==> config.mk <==
export PLATFORM = sky130hd
export DESIGN_NAME = ssp_top
export DESIGN_NICKNAME = d
export VERILOG_FILES = /design/src/hw/ssp_clkgen.v /design/src/hw/ssp_edge.v /design/src/hw/ssp_top.v
export VERILOG_INCLUDE_DIRS = /design/src /design/src/inc
export SDC_FILE = /design/constraint.sdc
export NUM_CORES = 1
export LEC_CHECK = 0
export BUFFER_PORTS_ARGS = -buffer_cell sky130_fd_sc_hd__buf_2
export CORE_MARGIN = 2
export CORE_UTILIZATION = 35
export DETAILED_ROUTE_END_ITERATION = 8
export HOLD_SLACK_MARGIN = 0.05
export PLACE_DENSITY = 0.63
export SLEW_MARGIN = 20
export SYNTH_ARGS = -nofsm -noshare
export SYNTH_HDL_FRONTEND = slang
export SYNTH_SLANG_ARGS = --single-unit
==> constraint.sdc <==
create_clock -name clk_sys_in -period 2.2 [get_ports clk_sys_in]
set_input_delay 0.22 -clock clk_sys_in [delete_from_list [all_inputs] [get_ports clk_sys_in]]
set_output_delay 0.22 -clock clk_sys_in [all_outputs]
set_load 0.02 [all_outputs]
==> src/inc/ssp_defines.vh <==
/*
  Register indices, field positions and reset values of the 8-bit clocked
  serial shift port. Assumes a 32-bit APB slave in which every register
  takes one aligned word at byte address four times its index.
*/
`ifndef SSP_DEFINES_VH
`define SSP_DEFINES_VH

// register indices; byte address is index * 4
`define SSP_IDX_PULLUP      16'hFF45
`define SSP_IDX_ENTRIG      16'hFF70
`define SSP_IDX_CONFIG      16'hFF71
`define SSP_IDX_DATA_LO     16'hFF72
`define SSP_IDX_DATA_HI     16'hFF73
`define SSP_IDX_IRQ         16'hFF74

// port1_pullup_control fields
`define SSP_PUL_IN_BIT      0
`define SSP_PUL_CLK_BIT     2
`define SSP_PUL_IN_RST      1'b1
`define SSP_PUL_CLK_RST     1'b1

// serial_enable_trigger fields
`define SSP_EN_FUNC_BIT     0
`define SSP_EN_TRIG_BIT     1
`define SSP_EN_FUNC_RST     1'b0

// serial_clock_order_config fields
`define SSP_CFG_SRC_LO_BIT  0
`define SSP_CFG_SRC_HI_BIT  1
`define SSP_CFG_PHASE_BIT   2
`define SSP_CFG_ORDER_BIT   3
`define SSP_CFG_SRC_RST     2'h0
`define SSP_CFG_PHASE_RST   1'b0
`define SSP_CFG_ORDER_RST   1'b0

// interrupt flag / mask register fields
`define SSP_IRQ_FLAG_BIT    0
`define SSP_IRQ_MASK_BIT    1
`define SSP_IRQ_MASK_RST    1'b0

// clock source encodings
`define SSP_SRC_SLAVE       2'h0
`define SSP_SRC_TIMER       2'h1
`define SSP_SRC_OSC_HALF    2'h2
`define SSP_SRC_OSC         2'h3

// transfer length
`define SSP_LAST_BIT        3'h7

`endif

==> src/hw/ssp_clkgen.v <==
/*
  Master shift clock event source: one tick per half period of the shift
  clock, taken from the oscillator edge pulses, their half, or the timer
  underflow pulses. Assumes source pulses are one clk_sys_in cycle wide.
*/
`timescale 1ns/1ps
`include "ssp_defines.vh"

module ssp_clkgen
(
  input  wire       clk_sys_in,
  input  wire       resetn_in,
  input  wire       ce_in,
  input  wire [1:0] source_sel_in,
  input  wire       osc_edge_in,
  input  wire       timer_underflow_in,
  output reg        tick_out
);

  reg half_div;

  always @(posedge clk_sys_in or negedge resetn_in)
  begin
    if (!resetn_in)
    begin
      half_div <= 1'b0;
      tick_out <= 1'b0;
    end
    else if (ce_in)
    begin
      if (osc_edge_in)
        half_div <= ~half_div;
      case (source_sel_in)
        `SSP_SRC_OSC:      tick_out <= osc_edge_in;
        `SSP_SRC_OSC_HALF: tick_out <= osc_edge_in & half_div;
        // each underflow toggles the clock: rate is underflow / 2
        `SSP_SRC_TIMER:    tick_out <= timer_underflow_in;
        default:           tick_out <= 1'b0;
      endcase
    end
  end

endmodule

==> src/hw/ssp_edge.v <==
/*
  Edge finder for a level already synchronous to clk_sys_in. Gives one
  cycle pulses on the rise and the fall of the level.
*/
`timescale 1ns/1ps

module ssp_edge
(
  input  wire clk_sys_in,
  input  wire resetn_in,
  input  wire ce_in,
  input  wire level_in,
  output wire rise_out,
  output wire fall_out
);

  reg prev;

  always @(posedge clk_sys_in or negedge resetn_in)
  begin
    if (!resetn_in)
      prev <= 1'b0;
    else if (ce_in)
      prev <= level_in;
  end

  assign rise_out = ce_in & level_in & ~prev;
  assign fall_out = ce_in & ~level_in & prev;

endmodule

==> src/hw/ssp_top.v <==
/*
  8-bit clocked serial shift port with APB register access, master clock
  generation, slave ready output and shared pin multiplexing.
  Assumes APB signals, oscillator edge pulses, timer underflow pulses and
  pin inputs are all synchronous to clk_sys_in.
*/
// Summary of operation
// - trigger sends loaded byte on serial out
// - master drives clock pin; slave takes it
// - negative polarity: out bit changes on falling edge
// - negative polarity: sample falling if phase 1, else rising
// - positive polarity: out bit changes on rising edge
// - positive polarity: sample rising if phase 1, else falling
// - eighth bit sets done flag, requests interrupt
// - mask gates request only; flag always sets
// - received byte readable in data nibbles
// - bit order applies to both directions
// - slave mode drives ready output
// - ready idles inactive: high negative, low positive
// - ready on at trigger, off at first active level
// - high nibble access drops ready
// - function bit 1 gives pins to port; resets 0
// - fourth pin: ready as slave, I/O as master
// - pull-up bits: 1 on; reset 1
// - clock pull-up acts unless master with function bit 1
// - source: 11 osc, 10 osc half, 01 timer, 00 slave
// - timer clock is underflow divided by two
// - source resets to slave
// - master parks clock after eight; slave ignores extras
// - trigger reads 1 until eight counts; 0 after reset
// - bit order 1 msb first; resets 0
`timescale 1ns/1ps
`include "ssp_defines.vh"

module ssp_top
#(
  parameter       POSITIVE_POLARITY = 0,
  parameter       ADDR_W            = 18
)
(
  input  wire              clk_sys_in,
  input  wire              resetn_in,
  input  wire              ce_in,
  input  wire              psel_in,
  input  wire              penable_in,
  input  wire              pwrite_in,
  input  wire [ADDR_W-1:0] paddr_in,
  input  wire [31:0]       pwdata_in,
  input  wire [3:0]        pstrb_in,
  output reg  [31:0]       prdata_out,
  output reg               pready_out,
  output reg               pslverr_out,
  input  wire              osc_edge_in,
  input  wire              timer_underflow_in,
  input  wire [3:0]        gpio_data_in,
  input  wire [3:0]        gpio_drive_in,
  input  wire [3:0]        shared_pin_in,
  output reg  [3:0]        shared_pin_out,
  output reg  [3:0]        shared_pin_oe_n_out,
  output reg               input_pullup_out,
  output reg               clock_pullup_out,
  output reg               transfer_irq_out
);

  localparam [0:0] ACT_LVL = (POSITIVE_POLARITY != 0) ? 1'b1 : 1'b0;
  localparam [1:0] SRC_RST = `SSP_CFG_SRC_RST;

  localparam [2:0] SEL_NONE   = 3'h0;
  localparam [2:0] SEL_PULLUP = 3'h1;
  localparam [2:0] SEL_ENTRIG = 3'h2;
  localparam [2:0] SEL_CONFIG = 3'h3;
  localparam [2:0] SEL_LO     = 3'h4;
  localparam [2:0] SEL_HI     = 3'h5;
  localparam [2:0] SEL_IRQ    = 3'h6;

  // registers
  reg        input_pullup_ctrl;
  reg        clock_pullup_ctrl;
  reg        port_function_select;
  reg        clock_source_hi;
  reg        clock_source_lo;
  reg        sample_phase_select;
  reg        bit_order_select;
  reg        transfer_done_flag;
  reg        transfer_irq_mask;
  reg [7:0]  shift_reg;
  reg        running;
  reg [2:0]  bit_count;
  reg        serial_out_bit;
  reg        master_act;
  reg        ready_act;

  // word address to register select
  function [2:0] ssp_decode;
    input [ADDR_W-1:0] addr;
    begin
      ssp_decode = SEL_NONE;
      if (addr[1:0] == 2'h0)
      begin
        case (addr[17:2])
          `SSP_IDX_PULLUP:  ssp_decode = SEL_PULLUP;
          `SSP_IDX_ENTRIG:  ssp_decode = SEL_ENTRIG;
          `SSP_IDX_CONFIG:  ssp_decode = SEL_CONFIG;
          `SSP_IDX_DATA_LO: ssp_decode = SEL_LO;
          `SSP_IDX_DATA_HI: ssp_decode = SEL_HI;
          `SSP_IDX_IRQ:     ssp_decode = SEL_IRQ;
          default:          ssp_decode = SEL_NONE;
        endcase
      end
    end
  endfunction

  // bit leaving the register next, by bit order
  function ssp_out_bit;
    input [7:0] sr;
    input       msb_first;
    begin
      ssp_out_bit = msb_first ? sr[7] : sr[0];
    end
  endfunction

  // shift in at the far end
  function [7:0] ssp_shift;
    input [7:0] sr;
    input       din;
    input       msb_first;
    begin
      if (msb_first)
        ssp_shift = {sr[6:0], din};
      else
        ssp_shift = {din, sr[7:1]};
    end
  endfunction

  wire [1:0] clock_source = {clock_source_hi, clock_source_lo};
  wire       slave_mode   = (clock_source == `SSP_SRC_SLAVE);

  // access ends where pready is seen high
  wire       access    = psel_in & penable_in & ~pready_out;
  wire       complete  = psel_in & penable_in & pready_out;
  wire [2:0] sel       = ssp_decode(paddr_in);
  wire       wr_done   = complete & pwrite_in & pstrb_in[0];
  wire       acc_hi    = complete & (sel == SEL_HI);
  wire       trig_wr   = wr_done & (sel == SEL_ENTRIG) &
                         pwdata_in[`SSP_EN_TRIG_BIT];

  // 1 means active level
  wire       master_tick;
  wire       slave_act = shared_pin_in[2] ^ ~ACT_LVL;
  wire       shift_act = slave_mode ? slave_act : master_act;
  wire       lead_edge;
  wire       trail_edge;
  wire       lead_ok   = lead_edge & running;
  wire       trail_ok  = trail_edge & running;
  wire       done      = trail_ok & (bit_count == `SSP_LAST_BIT);

  ssp_clkgen u_clkgen
  (
    .clk_sys_in         (clk_sys_in),
    .resetn_in          (resetn_in),
    .ce_in              (ce_in),
    .source_sel_in      (clock_source),
    .osc_edge_in        (osc_edge_in),
    .timer_underflow_in (timer_underflow_in),
    .tick_out           (master_tick)
  );

  ssp_edge u_edge
  (
    .clk_sys_in (clk_sys_in),
    .resetn_in  (resetn_in),
    .ce_in      (ce_in),
    .level_in   (shift_act),
    .rise_out   (lead_edge),
    .fall_out   (trail_edge)
  );

  // APB slave: one wait state, then pready with data
  always @(posedge clk_sys_in or negedge resetn_in)
  begin
    if (!resetn_in)
    begin
      pready_out  <= 1'b0;
      pslverr_out <= 1'b0;
      prdata_out  <= 32'h00000000;
    end
    else if (ce_in)
    begin
      pready_out  <= access;
      pslverr_out <= access & (sel == SEL_NONE);
      prdata_out  <= 32'h00000000;
      if (access & ~pwrite_in)
      begin
        case (sel)
          SEL_PULLUP:
          begin
            prdata_out[`SSP_PUL_IN_BIT]  <= input_pullup_ctrl;
            prdata_out[`SSP_PUL_CLK_BIT] <= clock_pullup_ctrl;
          end
          SEL_ENTRIG:
          begin
            prdata_out[`SSP_EN_FUNC_BIT] <= port_function_select;
            prdata_out[`SSP_EN_TRIG_BIT] <= running;
          end
          SEL_CONFIG:
          begin
            prdata_out[`SSP_CFG_SRC_LO_BIT] <= clock_source_lo;
            prdata_out[`SSP_CFG_SRC_HI_BIT] <= clock_source_hi;
            prdata_out[`SSP_CFG_PHASE_BIT]  <= sample_phase_select;
            prdata_out[`SSP_CFG_ORDER_BIT]  <= bit_order_select;
          end
          SEL_LO:  prdata_out[3:0] <= shift_reg[3:0];
          SEL_HI:  prdata_out[3:0] <= shift_reg[7:4];
          SEL_IRQ:
          begin
            prdata_out[`SSP_IRQ_FLAG_BIT] <= transfer_done_flag;
            prdata_out[`SSP_IRQ_MASK_BIT] <= transfer_irq_mask;
          end
          default: prdata_out <= 32'h00000000;
        endcase
      end
    end
  end

  // software-written control bits
  always @(posedge clk_sys_in or negedge resetn_in)
  begin
    if (!resetn_in)
    begin
      input_pullup_ctrl    <= `SSP_PUL_IN_RST;
      clock_pullup_ctrl    <= `SSP_PUL_CLK_RST;
      port_function_select <= `SSP_EN_FUNC_RST;
      clock_source_hi      <= SRC_RST[1];
      clock_source_lo      <= SRC_RST[0];
      sample_phase_select  <= `SSP_CFG_PHASE_RST;
      bit_order_select     <= `SSP_CFG_ORDER_RST;
      transfer_irq_mask    <= `SSP_IRQ_MASK_RST;
    end
    else if (ce_in && wr_done)
    begin
      case (sel)
        SEL_PULLUP:
        begin
          input_pullup_ctrl <= pwdata_in[`SSP_PUL_IN_BIT];
          clock_pullup_ctrl <= pwdata_in[`SSP_PUL_CLK_BIT];
        end
        SEL_ENTRIG:
          port_function_select <= pwdata_in[`SSP_EN_FUNC_BIT];
        SEL_CONFIG:
        begin
          clock_source_lo     <= pwdata_in[`SSP_CFG_SRC_LO_BIT];
          clock_source_hi     <= pwdata_in[`SSP_CFG_SRC_HI_BIT];
          sample_phase_select <= pwdata_in[`SSP_CFG_PHASE_BIT];
          bit_order_select    <= pwdata_in[`SSP_CFG_ORDER_BIT];
        end
        SEL_IRQ:
          transfer_irq_mask <= pwdata_in[`SSP_IRQ_MASK_BIT];
        default:
          transfer_irq_mask <= transfer_irq_mask;
      endcase
    end
  end

  // transfer engine
  always @(posedge clk_sys_in or negedge resetn_in)
  begin
    if (!resetn_in)
    begin
      shift_reg          <= 8'h00;
      running            <= 1'b0;
      bit_count          <= 3'h0;
      serial_out_bit     <= 1'b0;
      transfer_done_flag <= 1'b0;
    end
    else if (ce_in)
    begin
      if (wr_done && sel == SEL_LO)
        shift_reg[3:0] <= pwdata_in[3:0];
      if (wr_done && sel == SEL_HI)
        shift_reg[7:4] <= pwdata_in[3:0];
      // a second trigger while running is ignored, not restarted
      if (trig_wr && !running)
      begin
        running   <= 1'b1;
        bit_count <= 3'h0;
      end
      else if (running)
      begin
        // output changes on the leading edge of each active level
        if (lead_ok)
          serial_out_bit <= ssp_out_bit(shift_reg, bit_order_select);
        // sample on the leading edge with phase 1, trailing with phase 0
        if ((lead_ok && sample_phase_select) ||
            (trail_ok && !sample_phase_select))
          shift_reg <= ssp_shift(shift_reg, shared_pin_in[0],
                                 bit_order_select);
        if (trail_ok)
          bit_count <= bit_count + 3'h1;
        if (done)
          running <= 1'b0;
      end
      // set beats a same-cycle clear
      if (done)
        transfer_done_flag <= 1'b1;
      else if (wr_done && sel == SEL_IRQ &&
               pwdata_in[`SSP_IRQ_FLAG_BIT])
        transfer_done_flag <= 1'b0;
    end
  end

  // master clock parks idle once stopped
  always @(posedge clk_sys_in or negedge resetn_in)
  begin
    if (!resetn_in)
      master_act <= 1'b0;
    else if (ce_in)
    begin
      if (slave_mode || (!running && !master_act))
        master_act <= 1'b0;
      else if (master_tick)
        master_act <= ~master_act;
    end
  end

  // slave ready level
  always @(posedge clk_sys_in or negedge resetn_in)
  begin
    if (!resetn_in)
      ready_act <= 1'b0;
    else if (ce_in)
    begin
      if (acc_hi || lead_ok || !slave_mode)
        ready_act <= 1'b0;
      else if (trig_wr && !running)
        ready_act <= 1'b1;
    end
  end

  // pin multiplexing, registered
  always @(posedge clk_sys_in or negedge resetn_in)
  begin
    if (!resetn_in)
    begin
      shared_pin_out      <= 4'h0;
      shared_pin_oe_n_out <= 4'hF;
      input_pullup_out    <= `SSP_PUL_IN_RST;
      clock_pullup_out    <= `SSP_PUL_CLK_RST;
      transfer_irq_out    <= 1'b0;
    end
    else if (ce_in)
    begin
      shared_pin_out      <= gpio_data_in;
      shared_pin_oe_n_out <= ~gpio_drive_in;
      if (port_function_select)
      begin
        shared_pin_oe_n_out[0] <= 1'b1;
        shared_pin_out[1]      <= serial_out_bit;
        shared_pin_oe_n_out[1] <= 1'b0;
        // clock pin: driven as master, input as slave
        shared_pin_out[2]      <= master_act ^ ~ACT_LVL;
        shared_pin_oe_n_out[2] <= slave_mode;
        if (slave_mode)
        begin
          shared_pin_out[3]      <= ready_act ^ ~ACT_LVL;
          shared_pin_oe_n_out[3] <= 1'b0;
        end
      end
      input_pullup_out <= input_pullup_ctrl;
      // as master with function bit 1 the clock pull-up bit is only storage
      clock_pullup_out <= clock_pullup_ctrl &
                          ~(port_function_select & ~slave_mode);
      transfer_irq_out <= transfer_done_flag & transfer_irq_mask;
    end
  end

endmodule

==> flow_summary.yaml <==
logic_synthesis:
  synth_area_leader_cell: "dfrtp_1"
  synth_area_leaders: "dfrtp_1, buf_4, dfstp_2"
  ys_ff_latch: 44
  async_flop_share: 1.000
  netlist_top_cells_count: "dfrtp_1, buf_4, nand2_1"
  yosysMostFrequentCell: "dfrtp_1"
  yosysWarnings: 0
  syn_area_sq_mm: 0.002779
  synth.distinct_cells: 63
  yosysSeqAreaShare: 0.3998
  avgSynthCellArea_sq_um: 9.484
  synth_edf_count: 0
  synth.top_cell.area_share: 0.3242
  postSynthCellCount: 293
  ys.flop_type: "dfrtp_1"
global_routing:
  grt_remaining_overflow: 0
  grt_pass1_wl_mm: 11.16
  grt_start_max_net_pins: 45
  antenna_found_initial: 0
  grt_pass1_vias: 2265
  grt_use_total: 0.1622
sta:
  hold_violations: 0
  whs_ns: 0.05857
  final-setup-viol-count: 0
  grt_setup_unrepaired: "false"
  max_freq_ghz: 0.4791
  worst_slew_pin_slew_ns: 0.5945
  period_needed_ns: 2.087
  fin_skew_ns: 0.004746
  fin_setup_tns_ns: 0
  max_slew_margin: 0.6019
  fin_crit_sh: 0.9488
  slew_violations: 0
clocking:
  path_clk_slew_ns: 0.08
  cts_made_buffers: 5
  cts_sinks: 44
  ctsRootBufferMaster: "clkbuf_8"
  tritoncts: "done"
  clkLatencyLatePin_ns: 0.29
  clockBufferDepth: 2
  cts_max_level: 2
floorplanning:
  core_area_sq_mm: 0.007727
  io_pins: 119
  dieArea_sq_mm: 0.008669
  die_x_um: 93.11
  fp-row-count: 32
  start_util: 0.3596
  die_h_um: 93.11
routing:
  route.met3.wl_um: 299
  vias: 2443
  wl_mm: 6.824
  first_pass_iters: 4
  ant_nets: 0
  wl_met2_mm: 3.300
  dr.max_layer_used: "met4"
  wire_per_inst_um: 14.71
  first_iter_violations: 190
  drc: 0
  met1_length_mm: 3.066
  vias_per_cell: 5.265
worst_setup_path:
  cp-start-kind: "flop"
  crit_path_end_kind: "flop"
  path_cells: "and3_1 -> or4b_2 -> a211oi_2 -> o21ai_1 -> a222oi_1"
  critical_path_class: "reg2reg"
  path_max_fanout: 4
  critPathBufInv: 0
  critPathTopFamily: "simple AND/OR/NAND/NOR gates"
  max_stage_delay_ns: 0.67
  cp_slowest_cell: "or4b_2"
  critPathRequiredTime_ns: 2.38
  cp.arrival_ns: 2.27
power:
  leakage_nw: 1.507
  peakVddDrop_v: 0.0002735
  powerDensity_mw_per_mm2: 499.3
hold_path:
  hold_class: "in2reg"
place:
  port_buffers: 57
  gp_congestion: 0.8819
  hpwl_mm: 5.340
  post_dp_cell_area_sq_mm: 0.003149
layout:
  drive_gt1_frac: 0.3094
  fill_cells: 778
  layout.nets: 437
  register_area_sq_mm: 0.001111
  final_area_sq_mm: 0.003257
  area_growth_pct: 17.20
  antenna-diode-count: 0
  multiInputGateArea_sq_mm: 0.001460
  largest_reg_flops: 8
job:
  drv_cap: 0
status:
  status: "finished clean"
==> stage by stage <==
step           total power, mW  utilization  setup slack, ns  instances
2_1_floorplan            1.050            -           0.1665        320
3_3_place_gp             1.120       0.4075         0.007220        455
3_5_place_dp             1.125       0.4075          0.01818        455
4_1_cts                  1.642       0.4205           0.1161        464
5_1_grt                  1.705       0.4215         0.006931        464
6_report                 1.626       0.4215           0.1126        464
==> cell type report <==
class                   count  area share
clock buffers               8     0.02766
repair buffers             72      0.1229
multi-input cells         220      0.4483
inverters                  18     0.02075
flip-flops and latches     44      0.3411
well taps                 102     0.03919
==> worst paths after layout <==
check                                         end             start  cells after the start  slack, ns
setup reg to reg                     shift_reg[0]        pready_out                      5       0.11
min in group asynchronous       shared_pin_out[2]         resetn_in                      3       0.53
hold reg to reg                  clock_pullup_out  clock_pullup_out                      2       0.47
setup / recovery                     shift_reg[0]        pready_out                      5       0.11
max in group asynchronous        input_pullup_out         resetn_in                      3       1.28
hold / removal             shared_pin_oe_n_out[1]  gpio_drive_in[1]                      2       0.06
==> cell families (layout without fill, tap and decap cells) <==
kind of cell               after synthesis  in the layout  share of synthesized area
AOI/OAI and AO/OA                       68             68                     0.1851
DFF                                     44             44                     0.3998
other                                    1             28                   0.001349
adders and majority gates                2              2                   0.009004
buffers and inverters                   56             98                     0.1139
xor gates and xnor gates                 1              1                   0.003152
muxes                                   20             20                    0.08105
and+or+nand+nor                        101            101                     0.2067
==> report_power, final <==
part | leakage [nW] | switching, mW | internal [mW]
registers | 0.527 | 0.0180 | 0.842
clock network | 0.0455 | 0.259 | 0.256
logic | 0.935 | 0.168 | 0.0833
==> placed cells by master (no fill, tap or decap), types with 3 or more instances in the layout <==
master	netlist	routed
clkbuf_8	0	6
nor3_1	9	9
nand2_1	28	28
a21oi_1	7	7
nand3_1	4	4
a222oi_1	4	4
a221oi_1	5	5
a31oi_1	3	3
o211a_1	4	4
o21ai_1	2	3
inv_1	17	17
buf_4	28	14
nor2_1	21	21
or3_1	4	4
mux2i_1	9	9
buf_2	1	57
dfrtp_1	36	36
o21ai_0	12	11
nand4_1	8	8
mux2_2	10	10
o31ai_1	3	3
dfstp_2	8	8
nor2b_1	3	3
o211ai_1	8	8
conb_1	1	28
and3_1	3	3
==> routing by layer <==
layer  vias up  track usage
met2        69       0.2597
li1       1161            -
met5         -            0
met1      1198       0.2205
met3        15      0.02981
met4         0      0.05760
==> timing repair <==
item | in CTS | in global routing
setup endpoints to repair | 0 | 3
endpoints found under the hold margin | 36 | 0
gates resized for setup | 0 | 2
hold buffers | 1 | 0
setup buffers | 0 | 0
Note: power is estimated with default switching activity, not from simulation.
